==> config.mk <==
export PLATFORM = sky130hd
export DESIGN_NAME = iel_error_logger
export DESIGN_NICKNAME = d
export VERILOG_FILES = /design/src/design/iel_pkg.sv /design/src/design/iel_error_logger.sv /design/src/design/iel_sev_merge.sv /design/src/design/iel_inbound_fmt.sv
export SDC_FILE = /design/constraint.sdc
export NUM_CORES = 1
export LEC_CHECK = 0
export CORE_ASPECT_RATIO = 0.9
export CORE_MARGIN = 2
export CORE_UTILIZATION = 35
export DETAILED_ROUTE_END_ITERATION = 7
export DONT_BUFFER_PORTS = 1
export PLACE_DENSITY_LB_ADDON = 0.08
export SYNTH_ARGS = -nofsm -noshare
export SYNTH_HDL_FRONTEND = slang
export SYNTH_SLANG_ARGS = --single-unit
==> constraint.sdc <==
create_clock -name clk -period 6.08 [get_ports clk]
set_clock_uncertainty 0.05 [all_clocks]
set_input_delay 0.304 -clock clk [delete_from_list [all_inputs] [get_ports clk]]
set_output_delay 0.304 -clock clk [all_outputs]
set_load 0.1 [all_outputs]
==> src/design/iel_pkg.sv <==
// iel_pkg: constants and types shared by the i/o bus error logger.
// assumes a 64-bit register port with 12-bit byte offsets, one clock.
package iel_pkg;

  // register byte offsets
  localparam logic [11:0] IEL_OFF_OUT_ADDR  = 12'h070;
  localparam logic [11:0] IEL_OFF_CTL       = 12'h040;
  localparam logic [11:0] IEL_OFF_IN_ADDR   = 12'h290;
  localparam logic [11:0] IEL_OFF_IN_TYPE   = 12'h298;
  localparam logic [11:0] IEL_OFF_CFG       = 12'h680;
  localparam logic [11:0] IEL_OFF_STATUS    = 12'h688;
  localparam logic [11:0] IEL_OFF_OWNER     = 12'h690;

  // fault_response_config fields
  localparam int IEL_CFG_SMART = 0;

  // status_info_control_reg fields
  localparam int IEL_CTL_WIPE     = 0;
  localparam int IEL_CTL_WIPE2    = 1;
  localparam int IEL_CTL_FAIL     = 2;
  localparam int IEL_CTL_BRST     = 3;
  localparam int IEL_CTL_BRST_MET = 4;

  // fault_status_log fields
  localparam int IEL_ST_CODE_LSB  = 56;
  localparam int IEL_ST_LEGACY_REP = 55;
  localparam int IEL_ST_FATAL     = 54;
  localparam int IEL_ST_NONCORR   = 53;
  localparam int IEL_ST_FIXED     = 52;
  localparam int IEL_ST_FAIL_SNAP = 51;
  localparam int IEL_ST_S_SNAP    = 50;
  localparam int IEL_ST_FIXED_REP = 44;
  localparam int IEL_ST_NONC_REP  = 43;
  localparam int IEL_ST_FATAL_REP = 42;

  // fault_bus_owner_log fields: bit 0 is the bridge itself, 1..6 slots a..f
  localparam int IEL_MID_SELF   = 0;
  localparam int IEL_MID_SLOT_A = 1;

  // inbound_fault_type_log fields
  localparam int IEL_TY_ATTR_LSB = 32;

  // reset values
  localparam logic IEL_CFG_SMART_RST = 1'b0;
  localparam logic IEL_CTL_FAIL_RST  = 1'b0;
  localparam logic IEL_CTL_BRST_RST  = 1'b1;

  // minimum i/o bus reset time
  localparam int IEL_CLK_PERIOD_NS   = 8;
  localparam int IEL_BUS_RST_MIN_NS  = 1000000;
  localparam int IEL_BUS_RST_MIN_CYC =
    (IEL_BUS_RST_MIN_NS + IEL_CLK_PERIOD_NS - 1) / IEL_CLK_PERIOD_NS;

  typedef enum logic [1:0] {
    IEL_SEV_NONE  = 2'b00,
    IEL_SEV_CORR  = 2'b01,
    IEL_SEV_UNC   = 2'b10,
    IEL_SEV_FATAL = 2'b11
  } iel_sev_t;

  typedef enum logic [1:0] {
    IEL_BUS_PCI  = 2'b00,
    IEL_BUS_AGP  = 2'b01,
    IEL_BUS_PCIX = 2'b10
  } iel_bus_t;

endpackage : iel_pkg

==> src/design/iel_error_logger.sv <==
// iel_error_logger: i/o bus error logs, error config and status/control.
// assumes error events arrive as one-cycle strobes on this clock and the
// register port is a simple same-clock read/write strobe interface.
//
// Operation
// - smart/dumb bit one selects smart handling, zero selects dumb handling
// - error code replaced only by a strictly more severe error
// - fatal, uncorrected, corrected detect flags set when that class occurs
// - per-class repeat flags at bits 44, 43, 42 on second error
// - hard-fail setting captured when first or most severe error logs
// - smart setting captured when first or most severe error logs
// - writing both log-clear bits in status/control clears the status log
// - owner, inbound address, type, outbound address follow error code overwrite
// - dumb-mode address parity raises system error, counted as second fatal
// - legacy overflow set when fatal logged and another fatal arrives
// - legacy overflow set on second uncorrected with no fatal logged
// - legacy overflow stays clear across mixed uncorrected and single fatal
// - bus owner log is one-hot, valid only after owner-logging errors
// - owner bits map slots a to f; agp only a; pci-x never f
// - bridge self position in owner log is never set
// - upper inbound address bits forced zero without dual-address cycle
// - pci zeroes inbound address bits 1:0; pci-x keeps those two bits
// - inbound type flags: dma read, dma write, peer write, msi
// - pci-x attribute phase captured into the type log only on pci-x
// - bus reset function bit holds the bus in reset until cleared
`timescale 1ns/10ps
module iel_error_logger #(
  parameter int unsigned BRST_MIN_CYC = iel_pkg::IEL_BUS_RST_MIN_CYC
) (
  // clock and reset
  input  wire logic                clk,
  input  wire logic                rst,
  // register port
  input  wire logic                reg_rd,
  input  wire logic                reg_wr,
  input  wire logic [11:0]         reg_addr,
  input  wire logic [63:0]         reg_wdata,
  output logic [63:0]              reg_rdata,
  output logic                     reg_rvalid,
  // bus context
  input  iel_pkg::iel_bus_t        bus_mode,
  // error event
  input  wire logic                err_valid,
  input  iel_pkg::iel_sev_t        err_sev,
  input  wire logic [7:0]          err_code,
  input  wire logic                err_apar,
  input  wire logic                err_log_master,
  input  wire logic [5:0]          err_master_req,
  input  wire logic                err_log_inbound,
  input  wire logic                in_dac,
  input  wire logic [63:0]         in_addr,
  input  wire logic [3:0]          in_type,
  input  wire logic [31:0]         in_attr,
  input  wire logic                err_log_outbound,
  input  wire logic [63:0]         out_addr,
  // bus side outputs
  output logic                     bus_serr_req,
  output logic                     bus_reset_func
);
  import iel_pkg::*;

  typedef struct packed {
    logic        smart;
    logic        fail_rsp;
    logic        brst;
    logic [16:0] brst_cnt;
    logic        brst_met;
    iel_sev_t    sev;
    logic [7:0]  code;
    logic [2:0]  det;
    logic [2:0]  rep;
    logic        leg_rep;
    logic        fail_snap;
    logic        s_snap;
    logic [63:0] in_addr_log;
    logic [63:0] in_type_log;
    logic [63:0] owner_log;
    logic [63:0] out_addr_log;
    logic        serr;
    logic [63:0] rdata;
    logic        rvalid;
  } iel_state_t;

  iel_state_t state_ff;
  iel_state_t nxt_state;

  logic        ctl_wr;
  logic        log_wipe;
  logic        apar_dumb;
  iel_sev_t    base_sev;
  logic [2:0]  base_det;
  logic [2:0]  base_rep;
  logic        base_leg;
  iel_sev_t    eff_sev;
  logic        overwrite;
  logic [2:0]  merged_det;
  logic [2:0]  merged_rep;
  logic        merged_leg;
  logic [63:0] fmt_addr;
  logic [63:0] fmt_type;
  logic [63:0] fmt_owner;

  // status word as software sees it; unnamed bits read zero
  function automatic logic [63:0] status_word(input iel_state_t s);
    logic [63:0] w;
    w = '0;
    w[IEL_ST_CODE_LSB +: 8] = s.code;
    w[IEL_ST_LEGACY_REP]    = s.leg_rep;
    w[IEL_ST_FATAL]         = s.det[2];
    w[IEL_ST_NONCORR]       = s.det[1];
    w[IEL_ST_FIXED]         = s.det[0];
    w[IEL_ST_FAIL_SNAP]     = s.fail_snap;
    w[IEL_ST_S_SNAP]        = s.s_snap;
    w[IEL_ST_FIXED_REP]     = s.rep[0];
    w[IEL_ST_NONC_REP]      = s.rep[1];
    w[IEL_ST_FATAL_REP]     = s.rep[2];
    return w;
  endfunction : status_word

  // wipe needs both clear bits so a stray single-bit write cannot lose a log
  assign ctl_wr    = reg_wr && (reg_addr == IEL_OFF_CTL);
  assign log_wipe  = ctl_wr && reg_wdata[IEL_CTL_WIPE] && reg_wdata[IEL_CTL_WIPE2];
  assign apar_dumb = err_valid && err_apar && !state_ff.smart;

  // wipe is applied first so an event in the same cycle still lands
  assign base_sev = log_wipe ? IEL_SEV_NONE : state_ff.sev;
  assign base_det = log_wipe ? 3'b000 : state_ff.det;
  assign base_rep = log_wipe ? 3'b000 : state_ff.rep;
  assign base_leg = log_wipe ? 1'b0 : state_ff.leg_rep;

  iel_sev_merge u_merge (
    .logged_sev (base_sev),
    .class_det  (base_det),
    .class_rep  (base_rep),
    .legacy_rep (base_leg),
    .evt_valid  (err_valid),
    .evt_sev    (err_sev),
    .apar_dumb  (apar_dumb),
    .eff_sev    (eff_sev),
    .overwrite  (overwrite),
    .merged_det (merged_det),
    .merged_rep (merged_rep),
    .merged_leg (merged_leg)
  );

  iel_inbound_fmt u_fmt (
    .bus_mode   (bus_mode),
    .in_dac     (in_dac),
    .in_addr    (in_addr),
    .in_type    (in_type),
    .in_attr    (in_attr),
    .master_req (err_master_req),
    .fmt_addr   (fmt_addr),
    .fmt_type   (fmt_type),
    .fmt_owner  (fmt_owner)
  );

  // next state: register writes, wipe, event merge, reset hold, read mux
  always_comb begin
    nxt_state        = state_ff;
    nxt_state.serr   = 1'b0;
    nxt_state.rvalid = 1'b0;
    if (reg_wr && (reg_addr == IEL_OFF_CFG)) begin
      nxt_state.smart = reg_wdata[IEL_CFG_SMART];
    end
    if (ctl_wr) begin
      nxt_state.fail_rsp = reg_wdata[IEL_CTL_FAIL];
      nxt_state.brst     = reg_wdata[IEL_CTL_BRST];
    end
    if (log_wipe) begin
      nxt_state.code         = 8'h00;
      nxt_state.fail_snap    = 1'b0;
      nxt_state.s_snap       = 1'b0;
      nxt_state.in_addr_log  = '0;
      nxt_state.in_type_log  = '0;
      nxt_state.owner_log    = '0;
      nxt_state.out_addr_log = '0;
    end
    nxt_state.sev = base_sev;
    nxt_state.det = merged_det;
    nxt_state.rep = merged_rep;
    nxt_state.leg_rep = merged_leg;
    // every correlated log moves only together with the code
    if (overwrite) begin
      nxt_state.sev          = eff_sev;
      nxt_state.code         = err_code;
      nxt_state.fail_snap    = state_ff.fail_rsp;
      nxt_state.s_snap       = state_ff.smart;
      nxt_state.owner_log    = err_log_master ? fmt_owner : '0;
      nxt_state.in_addr_log  = err_log_inbound ? fmt_addr : '0;
      nxt_state.in_type_log  = err_log_inbound ? fmt_type : '0;
      nxt_state.out_addr_log = err_log_outbound ? out_addr : '0;
    end
    nxt_state.serr = apar_dumb;
    // status only: the hold time is software's job, this just reports it
    if (!nxt_state.brst || !state_ff.brst) begin
      nxt_state.brst_cnt = 17'h0_0000;
      nxt_state.brst_met = 1'b0;
    end else if (!state_ff.brst_met) begin
      nxt_state.brst_cnt = state_ff.brst_cnt + 17'h0_0001;
      nxt_state.brst_met = (nxt_state.brst_cnt >= 17'(BRST_MIN_CYC));
    end
    if (reg_rd) begin
      nxt_state.rvalid = 1'b1;
      case (reg_addr)
        IEL_OFF_CFG:      nxt_state.rdata = {63'h0, state_ff.smart};
        IEL_OFF_CTL:      nxt_state.rdata = {59'h0, state_ff.brst_met, state_ff.brst,
                                             state_ff.fail_rsp, 2'b00};
        IEL_OFF_STATUS:   nxt_state.rdata = status_word(state_ff);
        IEL_OFF_OWNER:    nxt_state.rdata = state_ff.owner_log;
        IEL_OFF_IN_ADDR:  nxt_state.rdata = state_ff.in_addr_log;
        IEL_OFF_IN_TYPE:  nxt_state.rdata = state_ff.in_type_log;
        IEL_OFF_OUT_ADDR: nxt_state.rdata = state_ff.out_addr_log;
        default:          nxt_state.rdata = '0;
      endcase
    end
  end

  // single state register, synchronous reset
  always_ff @(posedge clk) begin
    if (rst) begin
      state_ff       <= '0;
      state_ff.smart <= IEL_CFG_SMART_RST;
      state_ff.fail_rsp <= IEL_CTL_FAIL_RST;
      state_ff.brst     <= IEL_CTL_BRST_RST;
    end else begin
      state_ff <= nxt_state;
    end
  end

  assign reg_rdata      = state_ff.rdata;
  assign reg_rvalid     = state_ff.rvalid;
  assign bus_serr_req   = state_ff.serr;
  assign bus_reset_func = state_ff.brst;
endmodule : iel_error_logger

==> src/design/iel_sev_merge.sv <==
// iel_sev_merge: folds one error event into the severity flags.
// assumes the caller has already applied any log wipe to its inputs.
`timescale 1ns/10ps
module iel_sev_merge (
  // logged state
  input  iel_pkg::iel_sev_t logged_sev,
  input  wire logic [2:0]   class_det,
  input  wire logic [2:0]   class_rep,
  input  wire logic         legacy_rep,
  // incoming event
  input  wire logic         evt_valid,
  input  iel_pkg::iel_sev_t evt_sev,
  input  wire logic         apar_dumb,
  // merged result
  output iel_pkg::iel_sev_t eff_sev,
  output logic              overwrite,
  output logic [2:0]        merged_det,
  output logic [2:0]        merged_rep,
  output logic              merged_leg
);
  import iel_pkg::*;

  // a dumb-mode address parity error is fatal whatever its source said
  assign eff_sev   = apar_dumb ? IEL_SEV_FATAL : evt_sev;
  // only a strictly higher severity takes over the log
  assign overwrite = evt_valid && (eff_sev > logged_sev);

  // one detect and repeat pair per class, class g has severity g+1
  for (genvar g = 0; g < 3; g++) begin : g_cls
    logic hit;
    assign hit = evt_valid && (eff_sev == iel_sev_t'(2'(g + 1)));
    assign merged_det[g] = class_det[g] | hit;
    // the system-error the bridge raises counts as a second fatal
    assign merged_rep[g] = class_rep[g] |
                           (hit && (class_det[g] || (apar_dumb && g == 2)));
  end

  // legacy overflow: a repeat of the highest class logged, unc or fatal only
  assign merged_leg = legacy_rep |
                      (evt_valid && (eff_sev >= IEL_SEV_UNC) &&
                       ((eff_sev == logged_sev) || apar_dumb));

endmodule : iel_sev_merge

==> src/design/iel_inbound_fmt.sv <==
// iel_inbound_fmt: shapes inbound address, type and bus owner log words.
// assumes bus mode and request lines come from logic on the same clock.
`timescale 1ns/10ps
module iel_inbound_fmt (
  // bus context
  input  iel_pkg::iel_bus_t bus_mode,
  // inbound transaction
  input  wire logic         in_dac,
  input  wire logic [63:0]  in_addr,
  input  wire logic [3:0]   in_type,
  input  wire logic [31:0]  in_attr,
  input  wire logic [5:0]   master_req,
  // formatted log words
  output logic [63:0]       fmt_addr,
  output logic [63:0]       fmt_type,
  output logic [63:0]       fmt_owner
);
  import iel_pkg::*;

  // true when exactly one bit is set
  function automatic logic is_onehot(input logic [5:0] v);
    return (v != 6'h00) && ((v & (v - 6'h01)) == 6'h00);
  endfunction : is_onehot

  logic [5:0] slot_mask;
  logic [5:0] slots;

  // agp has only the graphics master, pci-x never uses slot f
  always_comb begin
    case (bus_mode)
      IEL_BUS_AGP:  slot_mask = 6'h01;
      IEL_BUS_PCIX: slot_mask = 6'h1f;
      default:      slot_mask = 6'h3f;
    endcase
  end

  assign slots = master_req & slot_mask;

  // one-hot or nothing; the bridge position stays clear
  always_comb begin
    fmt_owner = '0;
    if (is_onehot(slots)) begin
      fmt_owner[IEL_MID_SLOT_A +: 6] = slots;
    end
    fmt_owner[IEL_MID_SELF] = 1'b0;
  end

  // single-address cycles carry no upper half; pci drops byte bits
  assign fmt_addr[63:32] = in_dac ? in_addr[63:32] : 32'h0000_0000;
  assign fmt_addr[31:2]  = in_addr[31:2];
  assign fmt_addr[1:0]   = (bus_mode == IEL_BUS_PCIX) ? in_addr[1:0] : 2'b00;

  // type flags low, attribute phase high and only on pci-x
  always_comb begin
    fmt_type = '0;
    fmt_type[3:0] = in_type;
    if (bus_mode == IEL_BUS_PCIX) begin
      fmt_type[IEL_TY_ATTR_LSB +: 32] = in_attr;
    end
  end

endmodule : iel_inbound_fmt

# Yosys cells after proc, flatten, opt, wreduce, memory -nomap -nowiden

Cells that the tools add are included.

Register bits: 362
Output and inout bits: 67
Bits of input ports: 268
Word-level logic and storage cells: 94

Add/subtract/negate cells: 2
Reductions and logical operators: 26
Bitwise operators: 9
Multiplexer cells: 22
Magnitude comparators: 3
Equality and inequality tests: 13

Operator list:

| cell                    | number |
|---|---|
| $mux W258               | 2 |
| $pmux W64 S7            | 1 |
| $mux W64                | 3 |
| $mux W32                | 2 |
| $eq A12 B11 Y1 const B  | 3 |
| $eq A12 B10 Y1 const B  | 2 |
| $eq A12 B7 Y1 const B   | 2 |
| $add A17 B1 Y17 const B | 1 |
| $ge A17 B17 Y1 const B  | 1 |
| $logic_and A1 B1 Y1     | 16 |
| $and A6 B6 Y6           | 2 |
| $pmux W6 S2             | 1 |
| $mux W10                | 1 |
| $mux W8                 | 1 |
| $mux W7                 | 1 |
| $or A1 B1 Y1            | 7 |
| $eq A2 B2 Y1 const B    | 3 |
| $logic_not A6 Y1        | 1 |
| $mux W2                 | 3 |
| $mux W3                 | 2 |
| $mux W6                 | 1 |
| $reduce_bool A6 Y1      | 1 |
| $sub A6 B1 Y6 const B   | 1 |
| $eq A2 B1 Y1 const B    | 2 |
| other kinds (8)         | 15 |

# Longest topological paths before layout

Depth in word-level cells: 10
Mapped depth: 15
Gate-level depth less buffers: 11

# Modules after synthesis

A second synthesis with hierarchy kept.

Cell total of the unflattened synthesis: 1845
Area, all modules: 16545.9 µm²

By module, submodules not included:

| module           | cells an instance | sequential area each (µm²) | area an instance (µm²) | instances |
|---|---|---|---|---|
| iel_error_logger | 1604              | 7247.0                     | 14854.2                | 1 |
| iel_inbound_fmt  | 217               | 0.0                        | 1531.5                 | 1 |
| iel_sev_merge    | 24                | 0.0                        | 160.2                  | 1 |

# Worst setup path after synthesis

OpenSTA, ideal clock, no wires.

Kind: input to register
Start point: input reg_addr[2]
End point: register state_ff[117] (netlist name)
Setup slack: 2.947 ns
Library setup time: 0.128 ns
Path buffers: 5
Data arrival time: 2.956 ns
Cell stages on the path: 15
Cell sequence: nor4_2 -> and3_1 -> buf_2 -> nand4_1 -> clkbuf_1 -> nand2_1 -> ha_1 -> nor2b_1 -> o211a_1 -> buf_2 -> and2_1 -> clkbuf_1 -> buf_1 -> a22oi_1 -> nor2_1

Cells in the longest elaborated chain, start to end: 8
Elaborated cells on any way between the ends: 9

Ends and longest elaborated chain:

| element                                                | RTL line                | source |
|---|---|---|
| start: declaration                                     | iel_error_logger.sv:36  | `input wire logic [11:0] reg_addr,` |
| $eq A12 B7 Y1 (*)                                      | iel_error_logger.sv:121 | `assign ctl_wr = reg_wr && (reg_addr == IEL_OFF_CTL);` |
| $logic_and A1 B1 Y1 (*)                                | iel_error_logger.sv:121 |  |
| $logic_and A1 B1 Y1 (*) (2 in series)                  | iel_error_logger.sv:122 | `assign log_wipe = ctl_wr && reg_wdata[IEL_CTL_WIPE] && reg_wdata[IEL_CTL_WIPE2];` |
| $mux W2                                                | iel_error_logger.sv:126 | `assign base_sev = log_wipe ? IEL_SEV_NONE : state_ff.sev;` |
| $gt A2 B2 Y1                                           | iel_sev_merge.sv:26     | `assign overwrite = evt_valid && (eff_sev > logged_sev);` |
| $logic_and A1 B1 Y1                                    | iel_sev_merge.sv:26     |  |
| $mux W258 / $reduce_bool A2 Y1 (equally long branches) | -                       |  |
| end signal: assignment                                 | iel_error_logger.sv:227 | `state_ff <= nxt_state;` |
| end: declaration                                       | iel_error_logger.sv:84  | `iel_state_t state_ff;` |

Mark *: on every way between the ends. The rest lies on a longest branch, timed or not.
A chain may end at the register's enable or synchronous reset.

# Worst setup path after layout

Start point: input reg_addr[2]
End point: register state_ff[80] (netlist name)

Same word-level chain as after synthesis.

==> reports/metrics.cfg <==
[synthesis]
synth_top_area_share_pct = 49.27
synth_seq_cells = 276
ys_seq_area_share_pct = 49.27
yosysWarnings = 0
synth_area_leaders = dfxtp_1 49%, a22oi_1 13%, nor2_1 7.2%
async_reset_ff_share_pct = 0
synth_cells = 1249
syn_nets = 1523
synth_most_common_cell = dfxtp_1
synth_cell_types = 52
syn_area_per_cell_um2 = 8.979
synth_commonest_cells = 276 x dfxtp_1, 216 x nor2_1, 192 x a22oi_1
synth_edf_count = 0
yosysTopAreaCell = dfxtp_1
synthFlopType = dfxtp_1
netlist_area_um2 = 11210

[routing]
wl_mm = 36.77
viasPerCell = 5.408
ant_nets = 0
drc_errors = 0
dr.pass1.iters = 6
wl_per_cell_um = 20.97
drtIter0Drc = 684
vias = 9480

[die]
rows = 62
start_util_pct = 35.35
chipWidth_um = 192.7
dieHeight_um = 173.8
die_area_um2 = 33490
coreArea_um2 = 31730
io_pins = 335

[placed_design]
dpl_cell_area_um2 = 10910
port_buffers = 0
place_congestion = 0.7773
dp.final_hpwl_mm = 22.10

[power]
leakage_nw = 4.842
peakVddDrop_uv = 217.4
p_per_area_nw_per_um2 = 297.4

[setup_path]
required_ns = 6.53
critPathKind = in2reg
worstPathArrival_ns = 4.88
crit_path_start_kind = input pin
endpoint_kind = flop
worstPathMaxFanout = 64

[clock_tree]
clk_path_buf_depth = 3
clkTransAtPathRegs_ns = 0.06
cts_max_level = 1
cts_tree = done
cts_root_buf = clkbuf_16
cts_sinks = 276
numCtsBuffers = 31
insertion_delay_ns = 0.57
cts_resized = 0

[sta]
worst-slew-pin-transition_ns = 1.151
slew_violations = 0
rsz0062_at_grt = no
fmax_ghz = 0.2259
setup_tns_ns = 0
setup_viol = 0
min_period_ns = 4.428
hold_viol = 0
relSlewSlack_pct = 22.92
post-route-period-util_pct = 72.82

[cells_and_area]
drive_gt1_share_pct = 5.843
fin_area_um2 = 13830
syn_to_final_growth_pct = 23.30
final_nets = 1585

[global_routing]
antenna_found_initial = 4
grt_usage_pct = 21.31
grt_max_degree = 193
overflow = 0
grt_pass1_wl_mm = 56.11
grt_pass1_vias = 9502

[flow_run]
drv_cap = 0

[hold_path]
hold_class = in2reg

[status]
status = finished clean

## cells by family after synthesis
logic type | after synthesis | synth area share [%]
xor gates and xnor gates | 23 | 1.796
and+or+nand+nor | 393 | 14.82
DFF | 276 | 49.27
buffers and inverters | 179 | 9.026
muxes | 4 | 0.3682
AOI/OAI and AO/OA | 368 | 24.05
adders and majority gates | 6 | 0.6694
## cell usage in the layout, fill, tap and decap left out, types with 9 or more instances in the layout
cell type,instances
nor3_1,16
xnor2_1,12
a222oi_1,37
nor2_1,214
clkbuf_16,31
a22oi_1,192
dfxtp_1,276
o21ai_0,70
a22o_1,24
a21oi_1,16
buf_4,9
xor2_1,11
nand2_1,93
nand3_1,23
dlygate4sd3_1,188
## timing repair
item	in CTS	in global routing
buffers inserted	0	0
hold buffers	189	0
endpoints found under the hold margin	194	0
## routing by layer
metal	global-route usage [%]	vias up	part of all wire (%)
li1	-	4590	-
met2	33.54	287	45
met1	28.98	4539	45
met4	5.312	4	2.4
met5	0	-	0.063
met3	5.526	60	7.5
## cell type report
class | instances | area (um2)
clock buffer | 46 | 912.1
antenna | 2 | 5.005
inverter | 8 | 30.03
clock inverter | 11 | 91.34
multi-input combinational | 794 | 4726
timing repair buffer | 200 | 2017
fill | 3152 | 17900
sequential | 276 | 5525
tap | 416 | 520.5
## final timing paths
kind                                    from                    endpoint  slack, ns  cells past startpoint
setup / recovery                 reg_addr[2]   state_ff[80]$_SDFFE_PP0P_       1.65                     12
hold reg to reg     state_ff[324]$_SDFF_PP0_    state_ff[324]$_SDFF_PP0_       0.42                      2
setup reg to reg  state_ff[361]$_SDFFE_PP0P_   state_ff[80]$_SDFFE_PP0P_       2.14                     10
hold / removal             err_master_req[4]  state_ff[136]$_SDFFE_PP0P_       0.05                      4
## per-stage QoR
step / utilization [%] / setup WS [ns] / std cells / power (mW) / hold slack [ns]
2_1_floorplan: - / 2.947 / 1249 / 2.136 / 0.3763
4_1_cts: 43.56 / 1.720 / 1751 / 4.162 / 0.03193
3_5_place_dp: 34.38 / 1.593 / 1505 / 2.172 / 0.3491
5_1_grt: 43.58 / 1.405 / 1753 / 4.269 / 0.05001
6_report: 43.58 / 1.652 / 1753 / 4.113 / 0.05385
3_3_place_gp: 34.38 / 1.667 / 1505 / 2.169 / 0.3446
## power breakdown
part | total (mW) | internal (mW) | switching [mW]
logic | 0.363 | 0.157 | 0.206
registers | 1.90 | 1.86 | 0.0358
clock network | 1.85 | 1.08 | 0.775
total | 4.11 | 3.10 | 1.02
## worst max-delay path, cell delays in order
cell,delay [ns]
nor4_4,0.25
buf_4,0.35
and3_1,0.39
nand4_1,0.41
and2_1,0.33
ha_1,0.29
nand2_1,0.09
o211a_1,0.65
and2_4,0.90
a22oi_1,0.20
nor2_1,0.12
dlygate4sd3_1,0.56
## registers in the layout, summed over array words and instances (netlist names)
register	count
state_ff	209
bus_serr_req	1
bus_reset_func	1
reg_rdata	64
reg_rvalid	1
No activity file was read; power rests on OpenSTA's default activity.
